--- config.mk ---
export PLATFORM = sky130hd
export DESIGN_NAME = standby_halt_stop_control
export DESIGN_NICKNAME = d
export VERILOG_FILES = /design/src/logic/standby_pkg.sv /design/src/logic/stab_timer.sv /design/src/logic/standby_halt_stop_control.sv
export SDC_FILE = /design/constraint.sdc
export NUM_CORES = 1
export LEC_CHECK = 0
export ABC_AREA = 1
export BUFFER_PORTS_ARGS = -buffer_cell sky130_fd_sc_hd__buf_2
export CAP_MARGIN = 10
export CORE_MARGIN = 2
export CORE_UTILIZATION = 56
export CTS_BUF_LIST = sky130_fd_sc_hd__clkbuf_4
export CTS_CLUSTER_DIAMETER = 150
export DETAILED_ROUTE_END_ITERATION = 6
export HOLD_SLACK_MARGIN = 0.12
export PLACE_DENSITY = 0.95
export SLEW_MARGIN = 20
export SYNTH_ARGS = -nofsm -noshare
export SYNTH_HDL_FRONTEND = slang
export SYNTH_HIERARCHICAL = 1
export SYNTH_SLANG_ARGS = --single-unit
--- constraint.sdc ---
create_clock -name core_clk_i -period 5.3 [get_ports core_clk_i]
set_input_delay 0.53 -clock core_clk_i [delete_from_list [all_inputs] [get_ports core_clk_i]]
set_output_delay 0.53 -clock core_clk_i [all_outputs]
set_load 0.05 [all_outputs]
--- src/logic/standby_pkg.sv ---
// Overview of operation
// RULE_01: unmasked maskable request ends idle mode
// RULE_02: idle wake latency 8-9 vectored, 2-3 next
// RULE_03: non-maskable request always ends idle, vectored
// RULE_04: unmasked test input ends idle, next instruction
// RULE_05: external reset ends idle, reset processing
// RULE_06: low priority serviced only with acknowledge and in-service
// RULE_07: stop entered only by instruction on main clock
// RULE_08: pending unmasked request at stop gives idle wait
// RULE_09: stop halts main oscillator, cpu; ports held
// RULE_10: stop halts watchdog, converter, async serial
// RULE_11: stop keeps 8-bit timers only on external input
// RULE_12: stop keeps watch, display only on subsystem clock
// RULE_13: unmasked maskable request ends stop after wait
// RULE_14: unmasked test input ends stop after wait
// RULE_15: external reset ends stop, wait, then reset
// RULE_16: stop ignores the non-maskable request
// RULE_17: wait counts selected main clock periods only
// RULE_18: wait counter blocks fetch until terminal count
package standby_pkg;
   localparam int IRQ_N = 8;
   localparam int AVS_AW = 4;
   localparam logic [3:0] ADDR_WAIT_SEL = 4'h0;
   localparam logic [3:0] ADDR_PERIPH_CFG = 4'h4;
   localparam logic [3:0] ADDR_STATUS = 4'h8;
   localparam logic [2:0] WAIT_SEL_RST = 3'h4;
   localparam logic [2:0] WAIT_SEL_MAX = 3'h4;
   localparam logic [4:0] PERIPH_CFG_RST = 5'h00;
   localparam int CFG_TMR8_EXT = 0;
   localparam int CFG_WATCH_SUB = 1;
   localparam int CFG_LCD_SUB = 2;
   localparam int CFG_SER_EXT = 3;
   localparam int CFG_SUB_PRESENT = 4;
   localparam int STAT_CAUSE_LSB = 4;
   localparam int STAB_BASE_LOG2_DEF = 13;
   localparam int STAB_CNT_W = 18;
   localparam logic [3:0] WAKE_SERVICE_CYCLES = 4'h8;
   localparam logic [3:0] WAKE_NEXT_CYCLES = 4'h2;

   typedef enum logic [2:0] {
      ST_RUN = 3'b000,
      ST_HALT = 3'b001,
      ST_STOP = 3'b010,
      ST_STAB = 3'b011,
      ST_WAKE = 3'b100
   } state_e;

   typedef enum logic [1:0] {
      CAUSE_NONE = 2'b00,
      CAUSE_IRQ = 2'b01,
      CAUSE_TEST = 2'b10,
      CAUSE_RESET = 2'b11
   } cause_e;
endpackage

--- src/logic/stab_timer.sv ---
`timescale 1ns/100ps
`default_nettype none
module stab_timer #(
   parameter int BASE_LOG2 = 13
) (
   input wire logic core_clk_i,       // system clock
   input wire logic nrst_i,           // sync reset, active low
   input wire logic start_i,          // begin a new wait
   input wire logic osc_run_i,        // main oscillator is oscillating
   input wire logic [2:0] sel_i,      // wait select code
   output logic done_o                // one-cycle end of wait
);
   import standby_pkg::*;

   logic [STAB_CNT_W-1:0] cnt_reg;
   logic running_reg;
   logic [2:0] sel_eff;
   logic [STAB_CNT_W-1:0] terminal;
   logic at_end;

   // prohibited codes fall back to the longest wait
   assign sel_eff = (sel_i > WAIT_SEL_MAX) ? WAIT_SEL_MAX : sel_i;
   assign terminal = STAB_CNT_W'((64'(1) << (BASE_LOG2 + int'(sel_eff))) - 64'(1));
   // RULE_17: counts oscillating periods only
   assign at_end = running_reg && osc_run_i && (cnt_reg == terminal);

   // RULE_18: blocking counter
   always_ff @(posedge core_clk_i) begin
      if (!nrst_i) begin
         cnt_reg <= '0;
         running_reg <= 1'b0;
         done_o <= 1'b0;
      end else begin
         done_o <= at_end;
         if (start_i) begin
            cnt_reg <= '0;
            running_reg <= 1'b1;
         end else if (at_end) begin
            running_reg <= 1'b0;
         end else if (running_reg && osc_run_i) begin
            cnt_reg <= cnt_reg + STAB_CNT_W'(1);
         end
      end
   end
endmodule
`default_nettype wire

--- src/logic/standby_halt_stop_control.sv ---
`timescale 1ns/100ps
`default_nettype none
module standby_halt_stop_control #(
   parameter int STAB_BASE_LOG2 = standby_pkg::STAB_BASE_LOG2_DEF
) (
   input wire logic core_clk_i,                                        // 40 MHz clock
   input wire logic nrst_i,                                            // sync reset, low
   input wire logic [standby_pkg::AVS_AW-1:0] avs_address_i,           // byte address
   input wire logic avs_read_i,                                        // read request
   input wire logic avs_write_i,                                       // write request
   input wire logic [31:0] avs_writedata_i,                            // write data
   input wire logic [3:0] avs_byteenable_i,                            // byte lanes
   output logic [31:0] avs_readdata_o,                                 // read data
   output logic avs_waitrequest_o,                                     // stall
   input wire logic halt_exec_i,                                       // halt executed
   input wire logic stop_exec_i,                                       // stop executed
   input wire logic cpu_on_subclk_i,                                   // cpu on sub clock
   input wire logic [standby_pkg::IRQ_N-1:0] irq_req_i,                // request flags
   input wire logic [standby_pkg::IRQ_N-1:0] irq_mask_flag_i,          // mask flags
   input wire logic [standby_pkg::IRQ_N-1:0] irq_low_priority_flag_i,  // priority flags
   input wire logic global_irq_accept_enable_i,                        // acknowledge on
   input wire logic in_service_priority_flag_i,                        // in-service flag
   input wire logic nmi_req_i,                                         // non-maskable req
   input wire logic test_req_i,                                        // test input
   input wire logic test_mask_i,                                       // test mask
   input wire logic ext_reset_i,                                       // external reset
   input wire logic osc_started_i,                                     // main osc running
   output logic cpu_clk_en_o,                                          // cpu clock gate
   output logic main_osc_en_o,                                         // main osc enable
   output logic crystal_out_pullup_o,                                  // crystal out pull
   output logic port_latch_hold_o,                                     // freeze ports
   output logic wdt_run_o,                                             // watchdog clock
   output logic adc_run_o,                                             // converter clock
   output logic uart_run_o,                                            // async serial
   output logic serial_run_o,                                          // other serial
   output logic timer8_run_o,                                          // 8-bit timers
   output logic watch_run_o,                                           // watch timer
   output logic lcd_run_o,                                             // display driver
   output logic vector_service_o,                                      // take vector
   output logic resume_next_o,                                         // next instruction
   output logic reset_process_o                                        // reset processing
);
   import standby_pkg::*;

   // ----------------------------------------------------------
   // wake decoding
   // ----------------------------------------------------------
   function automatic logic irq_wake(input logic [IRQ_N-1:0] req,
                                     input logic [IRQ_N-1:0] mask);
      irq_wake = |(req & ~mask);
   endfunction

   function automatic logic irq_service(input logic [IRQ_N-1:0] req,
                                        input logic [IRQ_N-1:0] mask,
                                        input logic [IRQ_N-1:0] low,
                                        input logic ie,
                                        input logic in_service_priority_flag);
      logic [IRQ_N-1:0] open_req;
      open_req = req & ~mask;
      irq_service = ie && ((|(open_req & ~low)) || ((|(open_req & low)) && in_service_priority_flag));
   endfunction

   state_e state_reg;
   state_e state_next;
   cause_e cause_reg;
   cause_e cause_next;
   logic [3:0] wake_cnt_reg;
   logic [3:0] wake_cnt_next;
   logic wake_svc_reg;
   logic wake_svc_next;
   logic [2:0] wait_sel_reg;
   logic [4:0] periph_cfg_reg;
   logic stab_start;
   logic stab_done;

   wire logic irq_open = irq_wake(irq_req_i, irq_mask_flag_i);
   wire logic irq_svc = irq_service(irq_req_i, irq_mask_flag_i, irq_low_priority_flag_i,
                                    global_irq_accept_enable_i, in_service_priority_flag_i);
   wire logic test_open = test_req_i && !test_mask_i;
   // RULE_07: main clock only
   wire logic stop_ok = stop_exec_i && !cpu_on_subclk_i;
   wire logic wake_end = (state_reg == ST_WAKE) && (wake_cnt_reg == 4'h0);

   logic svc_pulse;
   logic next_pulse;
   logic rst_pulse;

   // ----------------------------------------------------------
   // mode sequencer
   // ----------------------------------------------------------
   always_comb begin
      state_next = state_reg;
      cause_next = cause_reg;
      wake_cnt_next = wake_cnt_reg;
      wake_svc_next = wake_svc_reg;
      stab_start = 1'b0;
      svc_pulse = 1'b0;
      next_pulse = 1'b0;
      rst_pulse = 1'b0;
      unique case (state_reg)
         ST_RUN: begin
            if (halt_exec_i) begin
               state_next = ST_HALT;
            end else if (stop_ok) begin
               // RULE_08: pending request, idle wait instead
               if (irq_open) begin
                  state_next = ST_STAB;
                  cause_next = CAUSE_IRQ;
                  stab_start = 1'b1;
               end else begin
                  state_next = ST_STOP;
               end
            end
         end
         ST_HALT: begin
            if (ext_reset_i) begin
               // RULE_05: reset leaves idle at once
               state_next = ST_RUN;
               cause_next = CAUSE_RESET;
               rst_pulse = 1'b1;
            end else if (nmi_req_i) begin
               // RULE_03: vectored regardless of enable
               state_next = ST_WAKE;
               cause_next = CAUSE_IRQ;
               wake_svc_next = 1'b1;
               wake_cnt_next = WAKE_SERVICE_CYCLES - 4'h1;
            end else if (irq_open) begin
               // RULE_01: masked requests keep idle
               // RULE_06: priority qualifies service
               state_next = ST_WAKE;
               cause_next = CAUSE_IRQ;
               wake_svc_next = irq_svc;
               // RULE_02: latency per resume kind
               wake_cnt_next = (irq_svc ? WAKE_SERVICE_CYCLES : WAKE_NEXT_CYCLES) - 4'h1;
            end else if (test_open) begin
               // RULE_04: test input resumes in line
               state_next = ST_WAKE;
               cause_next = CAUSE_TEST;
               wake_svc_next = 1'b0;
               wake_cnt_next = WAKE_NEXT_CYCLES - 4'h1;
            end
         end
         ST_STOP: begin
            // RULE_16: non-maskable request not a source
            if (ext_reset_i) begin
               // RULE_15: reset waits out stabilization
               state_next = ST_STAB;
               cause_next = CAUSE_RESET;
               stab_start = 1'b1;
            end else if (irq_open) begin
               // RULE_13: maskable release
               state_next = ST_STAB;
               cause_next = CAUSE_IRQ;
               stab_start = 1'b1;
            end else if (test_open) begin
               // RULE_14: test release
               state_next = ST_STAB;
               cause_next = CAUSE_TEST;
               stab_start = 1'b1;
            end
         end
         ST_STAB: begin
            // RULE_18: fetch blocked until count ends
            if (stab_done) begin
               state_next = ST_RUN;
               unique case (cause_reg)
                  CAUSE_RESET: rst_pulse = 1'b1;
                  CAUSE_IRQ: begin
                     svc_pulse = irq_svc;
                     next_pulse = !irq_svc;
                  end
                  default: next_pulse = 1'b1;
               endcase
            end
         end
         ST_WAKE: begin
            if (wake_end) begin
               state_next = ST_RUN;
               svc_pulse = wake_svc_reg;
               next_pulse = !wake_svc_reg;
            end else begin
               wake_cnt_next = wake_cnt_reg - 4'h1;
            end
         end
         default: begin
            state_next = ST_RUN;
         end
      endcase
   end

   always_ff @(posedge core_clk_i) begin
      if (!nrst_i) begin
         state_reg <= ST_RUN;
         cause_reg <= CAUSE_NONE;
         wake_cnt_reg <= 4'h0;
         wake_svc_reg <= 1'b0;
      end else begin
         state_reg <= state_next;
         cause_reg <= cause_next;
         wake_cnt_reg <= wake_cnt_next;
         wake_svc_reg <= wake_svc_next;
      end
   end

   stab_timer #(
      .BASE_LOG2(STAB_BASE_LOG2)
   ) u_stab (
      .core_clk_i(core_clk_i),
      .nrst_i(nrst_i),
      .start_i(stab_start),
      .osc_run_i(osc_started_i),
      .sel_i(wait_sel_reg),
      .done_o(stab_done)
   );

   // ----------------------------------------------------------
   // clock and peripheral gating
   // ----------------------------------------------------------
   wire logic stop_next = (state_next == ST_STOP);
   wire logic cpu_on_next = (state_next == ST_RUN);
   wire logic sub_ok = periph_cfg_reg[CFG_SUB_PRESENT];

   always_ff @(posedge core_clk_i) begin
      if (!nrst_i) begin
         cpu_clk_en_o <= 1'b1;
         main_osc_en_o <= 1'b1;
         crystal_out_pullup_o <= 1'b0;
         port_latch_hold_o <= 1'b0;
         vector_service_o <= 1'b0;
         resume_next_o <= 1'b0;
         reset_process_o <= 1'b0;
      end else begin
         cpu_clk_en_o <= cpu_on_next;
         // RULE_09: oscillator off, ports frozen
         main_osc_en_o <= !stop_next;
         crystal_out_pullup_o <= stop_next;
         port_latch_hold_o <= (state_next == ST_HALT) || stop_next;
         vector_service_o <= svc_pulse;
         resume_next_o <= next_pulse;
         reset_process_o <= rst_pulse;
      end
   end

   always_ff @(posedge core_clk_i) begin
      if (!nrst_i) begin
         wdt_run_o <= 1'b1;
         adc_run_o <= 1'b1;
         uart_run_o <= 1'b1;
         serial_run_o <= 1'b1;
         timer8_run_o <= 1'b1;
         watch_run_o <= 1'b1;
         lcd_run_o <= 1'b1;
      end else begin
         // RULE_10: clocked-from-core units stop
         wdt_run_o <= !stop_next;
         adc_run_o <= !stop_next;
         uart_run_o <= !stop_next;
         serial_run_o <= !stop_next || periph_cfg_reg[CFG_SER_EXT];
         // RULE_11: external count input only
         timer8_run_o <= !stop_next || periph_cfg_reg[CFG_TMR8_EXT];
         // RULE_12: subsystem clock needed
         watch_run_o <= !stop_next || (sub_ok && periph_cfg_reg[CFG_WATCH_SUB]);
         lcd_run_o <= !stop_next || (sub_ok && periph_cfg_reg[CFG_LCD_SUB]);
      end
   end

   // ----------------------------------------------------------
   // register slave
   // ----------------------------------------------------------
   // one wait cycle per access keeps readdata a clean flop
   wire logic avs_req = avs_read_i || avs_write_i;
   wire logic avs_take = avs_req && !avs_waitrequest_o;
   wire logic wr_lane0 = avs_write_i && avs_take && avs_byteenable_i[0];
   wire logic hit_sel = (avs_address_i == ADDR_WAIT_SEL);
   wire logic hit_cfg = (avs_address_i == ADDR_PERIPH_CFG);
   wire logic hit_stat = (avs_address_i == ADDR_STATUS);
   wire logic [31:0] rd_mux =
      hit_sel ? {29'h0, wait_sel_reg} :
      hit_cfg ? {27'h0, periph_cfg_reg} :
      hit_stat ? {26'h0, cause_reg, 1'b0, state_reg} : 32'h0;

   always_ff @(posedge core_clk_i) begin
      if (!nrst_i) begin
         avs_waitrequest_o <= 1'b1;
         avs_readdata_o <= 32'h0;
      end else begin
         avs_waitrequest_o <= !(avs_req && avs_waitrequest_o);
         if (avs_read_i && avs_waitrequest_o) begin
            avs_readdata_o <= rd_mux;
         end
      end
   end

   always_ff @(posedge core_clk_i) begin
      if (!nrst_i) begin
         wait_sel_reg <= WAIT_SEL_RST;
         periph_cfg_reg <= PERIPH_CFG_RST;
      end else begin
         // RULE_17: programmable wait length
         if (wr_lane0 && hit_sel) begin
            wait_sel_reg <= avs_writedata_i[2:0];
         end
         if (wr_lane0 && hit_cfg) begin
            periph_cfg_reg <= avs_writedata_i[4:0];
         end
      end
   end
endmodule
`default_nettype wire

==> impl_results.md <==
- Top cell type's share of synthesized area: a little under a third
- Longest Clk Path Bufs: 2
- Clock root buffer: clkbuf_4
- Endpoints failing hold: 0
- Final Cell Area: 0.00382 mm2
- Rows: 28
- Setup Crit Path Kind: flip-flop to flip-flop
- Placed Area: approximately 0.0038 mm2
- Net count reported at finish: between 600 and 700
- Final setup TNS: 0 ns
- Initial antenna violation count: 0
- Most common cell after layout, fill and taps aside: nand2_1
- Seq/Total Area, Yosys: 31.9%
- Clk_lat worst skew: roughly 0.4 ns
- Final Critical Period: ~2.4 ns
- Synthesis-to-finish area growth: 8.87%
- Crit start category: flip-flop
- Slew Limit Fails: 0
- PwrDens: around 240 mW/mm2
- Reg2Reg Setup Slack: a little under 3 ns
- CTS tree: done
- Post-route ant nets: 0
- Final WL: around 7700 um
- Int Power: approximately 0.00056 W
- Total number of vias: about 3500
- Clock sink count: 56
- Switching part of the total: roughly 38%
- VDD IR max: between 0.0001 and 0.00015 V
- Resize count post-CTS: 0
- GRT Util Overall: between 20% and 30%
- # diodes: 0
- Pleak: 1.74 nW
- Number of max-cap violations: 0
- Initial Util: between 50% and 60%
- Switching pwr: around 0.00034 W
- Total power draw: around 0.0009 W
- Part of the power in registers: between 50% and 60%
- Layout cells sized above 1: 19.2%
- Die Y: 83.2 um
- Slew headroom: 51.7%
- Floorplan core area: 0.00599 mm2
- Iter 0 DRT Violations: 250
- Top post-synthesis cells by area: dfxtp_1 (32%), nand2_1 (12%), nand3_1 (7.1%), nor2_1 (6.8%), buf_4 (6.2%)
- Largest net degree at the start of global routing: 22
- Final Cycle Share: roughly 45%
- Vias in the first global route: approximately 3200
- GPL Wtd Cong: ~0.93
- Postcts setup bufs: 0
- H-tree depth: 2
- First-pass GRT wire length: 13400 um
- Most frequent cells in the layout: nand2_1 (114), buf_2 (68), nor2_1 (64)
- GRT Residual Overflow: 0
- Worst setup EP type: flip-flop
- Outcome: completed
- Clk pwr share: a little over a fifth
- RSZ-0062 raised after global routing: no
- Warning count from the yosys run: 6
- DR WL/cell: between 10 and 15 um
- Worst Skew: ~0.024 ns
- Hold buffer count at cts: 0
- F_max: 0.417 GHz
- Layout Utilization: 63.8%
- Cell accounting for the most synthesized area: dfxtp_1
- Die area: 0.00692 mm2
- CP arrival: ~2.7 ns
- Largest register FFs: 18
- Setup violators final: 0
- DRC: 0
- Cell variety after synth: 34
- Area of the multi-input gates: just under 0.002 mm2
- Cell count after synthesis: ~530
- Filler cells: between 500 and 600
- CP required: roughly 5.6 ns
- Crit Path Max Fanout: 20
- Post-synthesis register bit count: 56
- Register Area: 0.00112 mm2
- Mapped cell area: 0.00351 mm2
- Worst-path clk slew: 0.17 ns
- Num CTS Buffers: 5
- # IOs: roughly 130
- Drt first pass iters: 5
- Mean Syn Cell Area: about 6.7 um2
- Via density: 5.26
- Class of the worst hold path: input pin to flip-flop
- Comb pwr share: about 27%
- Die Wd: 83.2 um
- DP HPWL: a little under 6000 um
- Number of buffer cells added on primary ports: 68
- Tightest Pin Transition: about 0.72 ns
[metal layers]
layer | GRT usage (%) | wire length (um) | vias to the layer above
met4 | 10.9 | 197 | 0
met2 | 39.2 | 3820 | 130
met3 | 3.08 | 438 | 20
li1 | - | - | 1766
met5 | 0 | 0 | -
met1 | 27.2 | 3290 | 1578
[cells in the mapped netlist, drive strengths merged]
cell,count
buf,35
nand2,128
nand3,52
a21oi,43
o221ai,3
clkinv,2
o21ai,21
xnor2,7
conb,1
nand4,9
nor4,1
o31ai,1
nor2,75
o211ai,2
ha,5
inv,57
clkbuf,4
dfxtp,56
nor3,6
xor2,9
nand3b,10
[area by class of cell]
type	count	share of cell area (%)
clock buffers	5	0.982
flip-flops and latches	56	29.3
clock inverters	3	0.654
repair buffers	68	8.90
inverters	59	5.92
well taps	75	2.45
multi-input cells	398	51.8
[path summary, 6_finish.rpt]
| check | cells past startpoint | startpoint | to |
|---|---|---|---|
| max | 14 | wait_sel_reg[2] | u_stab/cnt_reg[3] |
| max reg2reg | 14 | wait_sel_reg[2] | u_stab/cnt_reg[3] |
| min | 2 | avs_write_i | avs_waitrequest_o |
| min reg2reg | 2 | periph_cfg_reg[2] | lcd_run_o |
[worst max-delay path, cell delays in order (launching register included)]
cell	delay (ns)
dfxtp_1	0.52
inv_2	0.10
nand3_2	0.09
ha_1	0.26
nor2_2	0.16
nand3_1	0.08
nand2_1	0.06
nand2_1	0.07
nand2_1	0.06
nand2_1	0.05
nor2_2	0.11
nand2_2	0.26
nand2_4	0.27
nand2_1	0.08
a21oi_1	0.13
[power by group through the flow]
stage               sequential, W  clock [W]  combinational (W)
finish                   0.000460   0.000197           0.000243
global route             0.000462   0.000222           0.000264
CTS                      0.000459   0.000202           0.000242
detailed placement       0.000468          0           0.000241
global placement         0.000467          0           0.000234
floorplan                0.000503          0           0.000168
[per-stage QoR]
stage	std cells	hold WS, ns	setup WS [ns]
4_1_cts	664	0.333	2.90
5_1_grt	664	0.331	2.57
3_3_place_gp	656	0.430	3.06
3_5_place_dp	656	0.448	2.95
6_report	664	0.338	2.90
2_1_floorplan	552	0.419	3.36
[cell families (layout without fill, tap and decap cells)]
group | Yosys count | count (layout) | share of synthesized area, %
simple gates | 281 | 281 | 37.1
buf+inv | 98 | 135 | 14.4
compound gates | 70 | 70 | 10.7
flops | 56 | 56 | 31.9
xor+xnor | 16 | 16 | 3.99
fa+ha+maj | 5 | 5 | 1.78
other cells | 1 | 26 | 0.107
(Power assumes the default switching activity.)
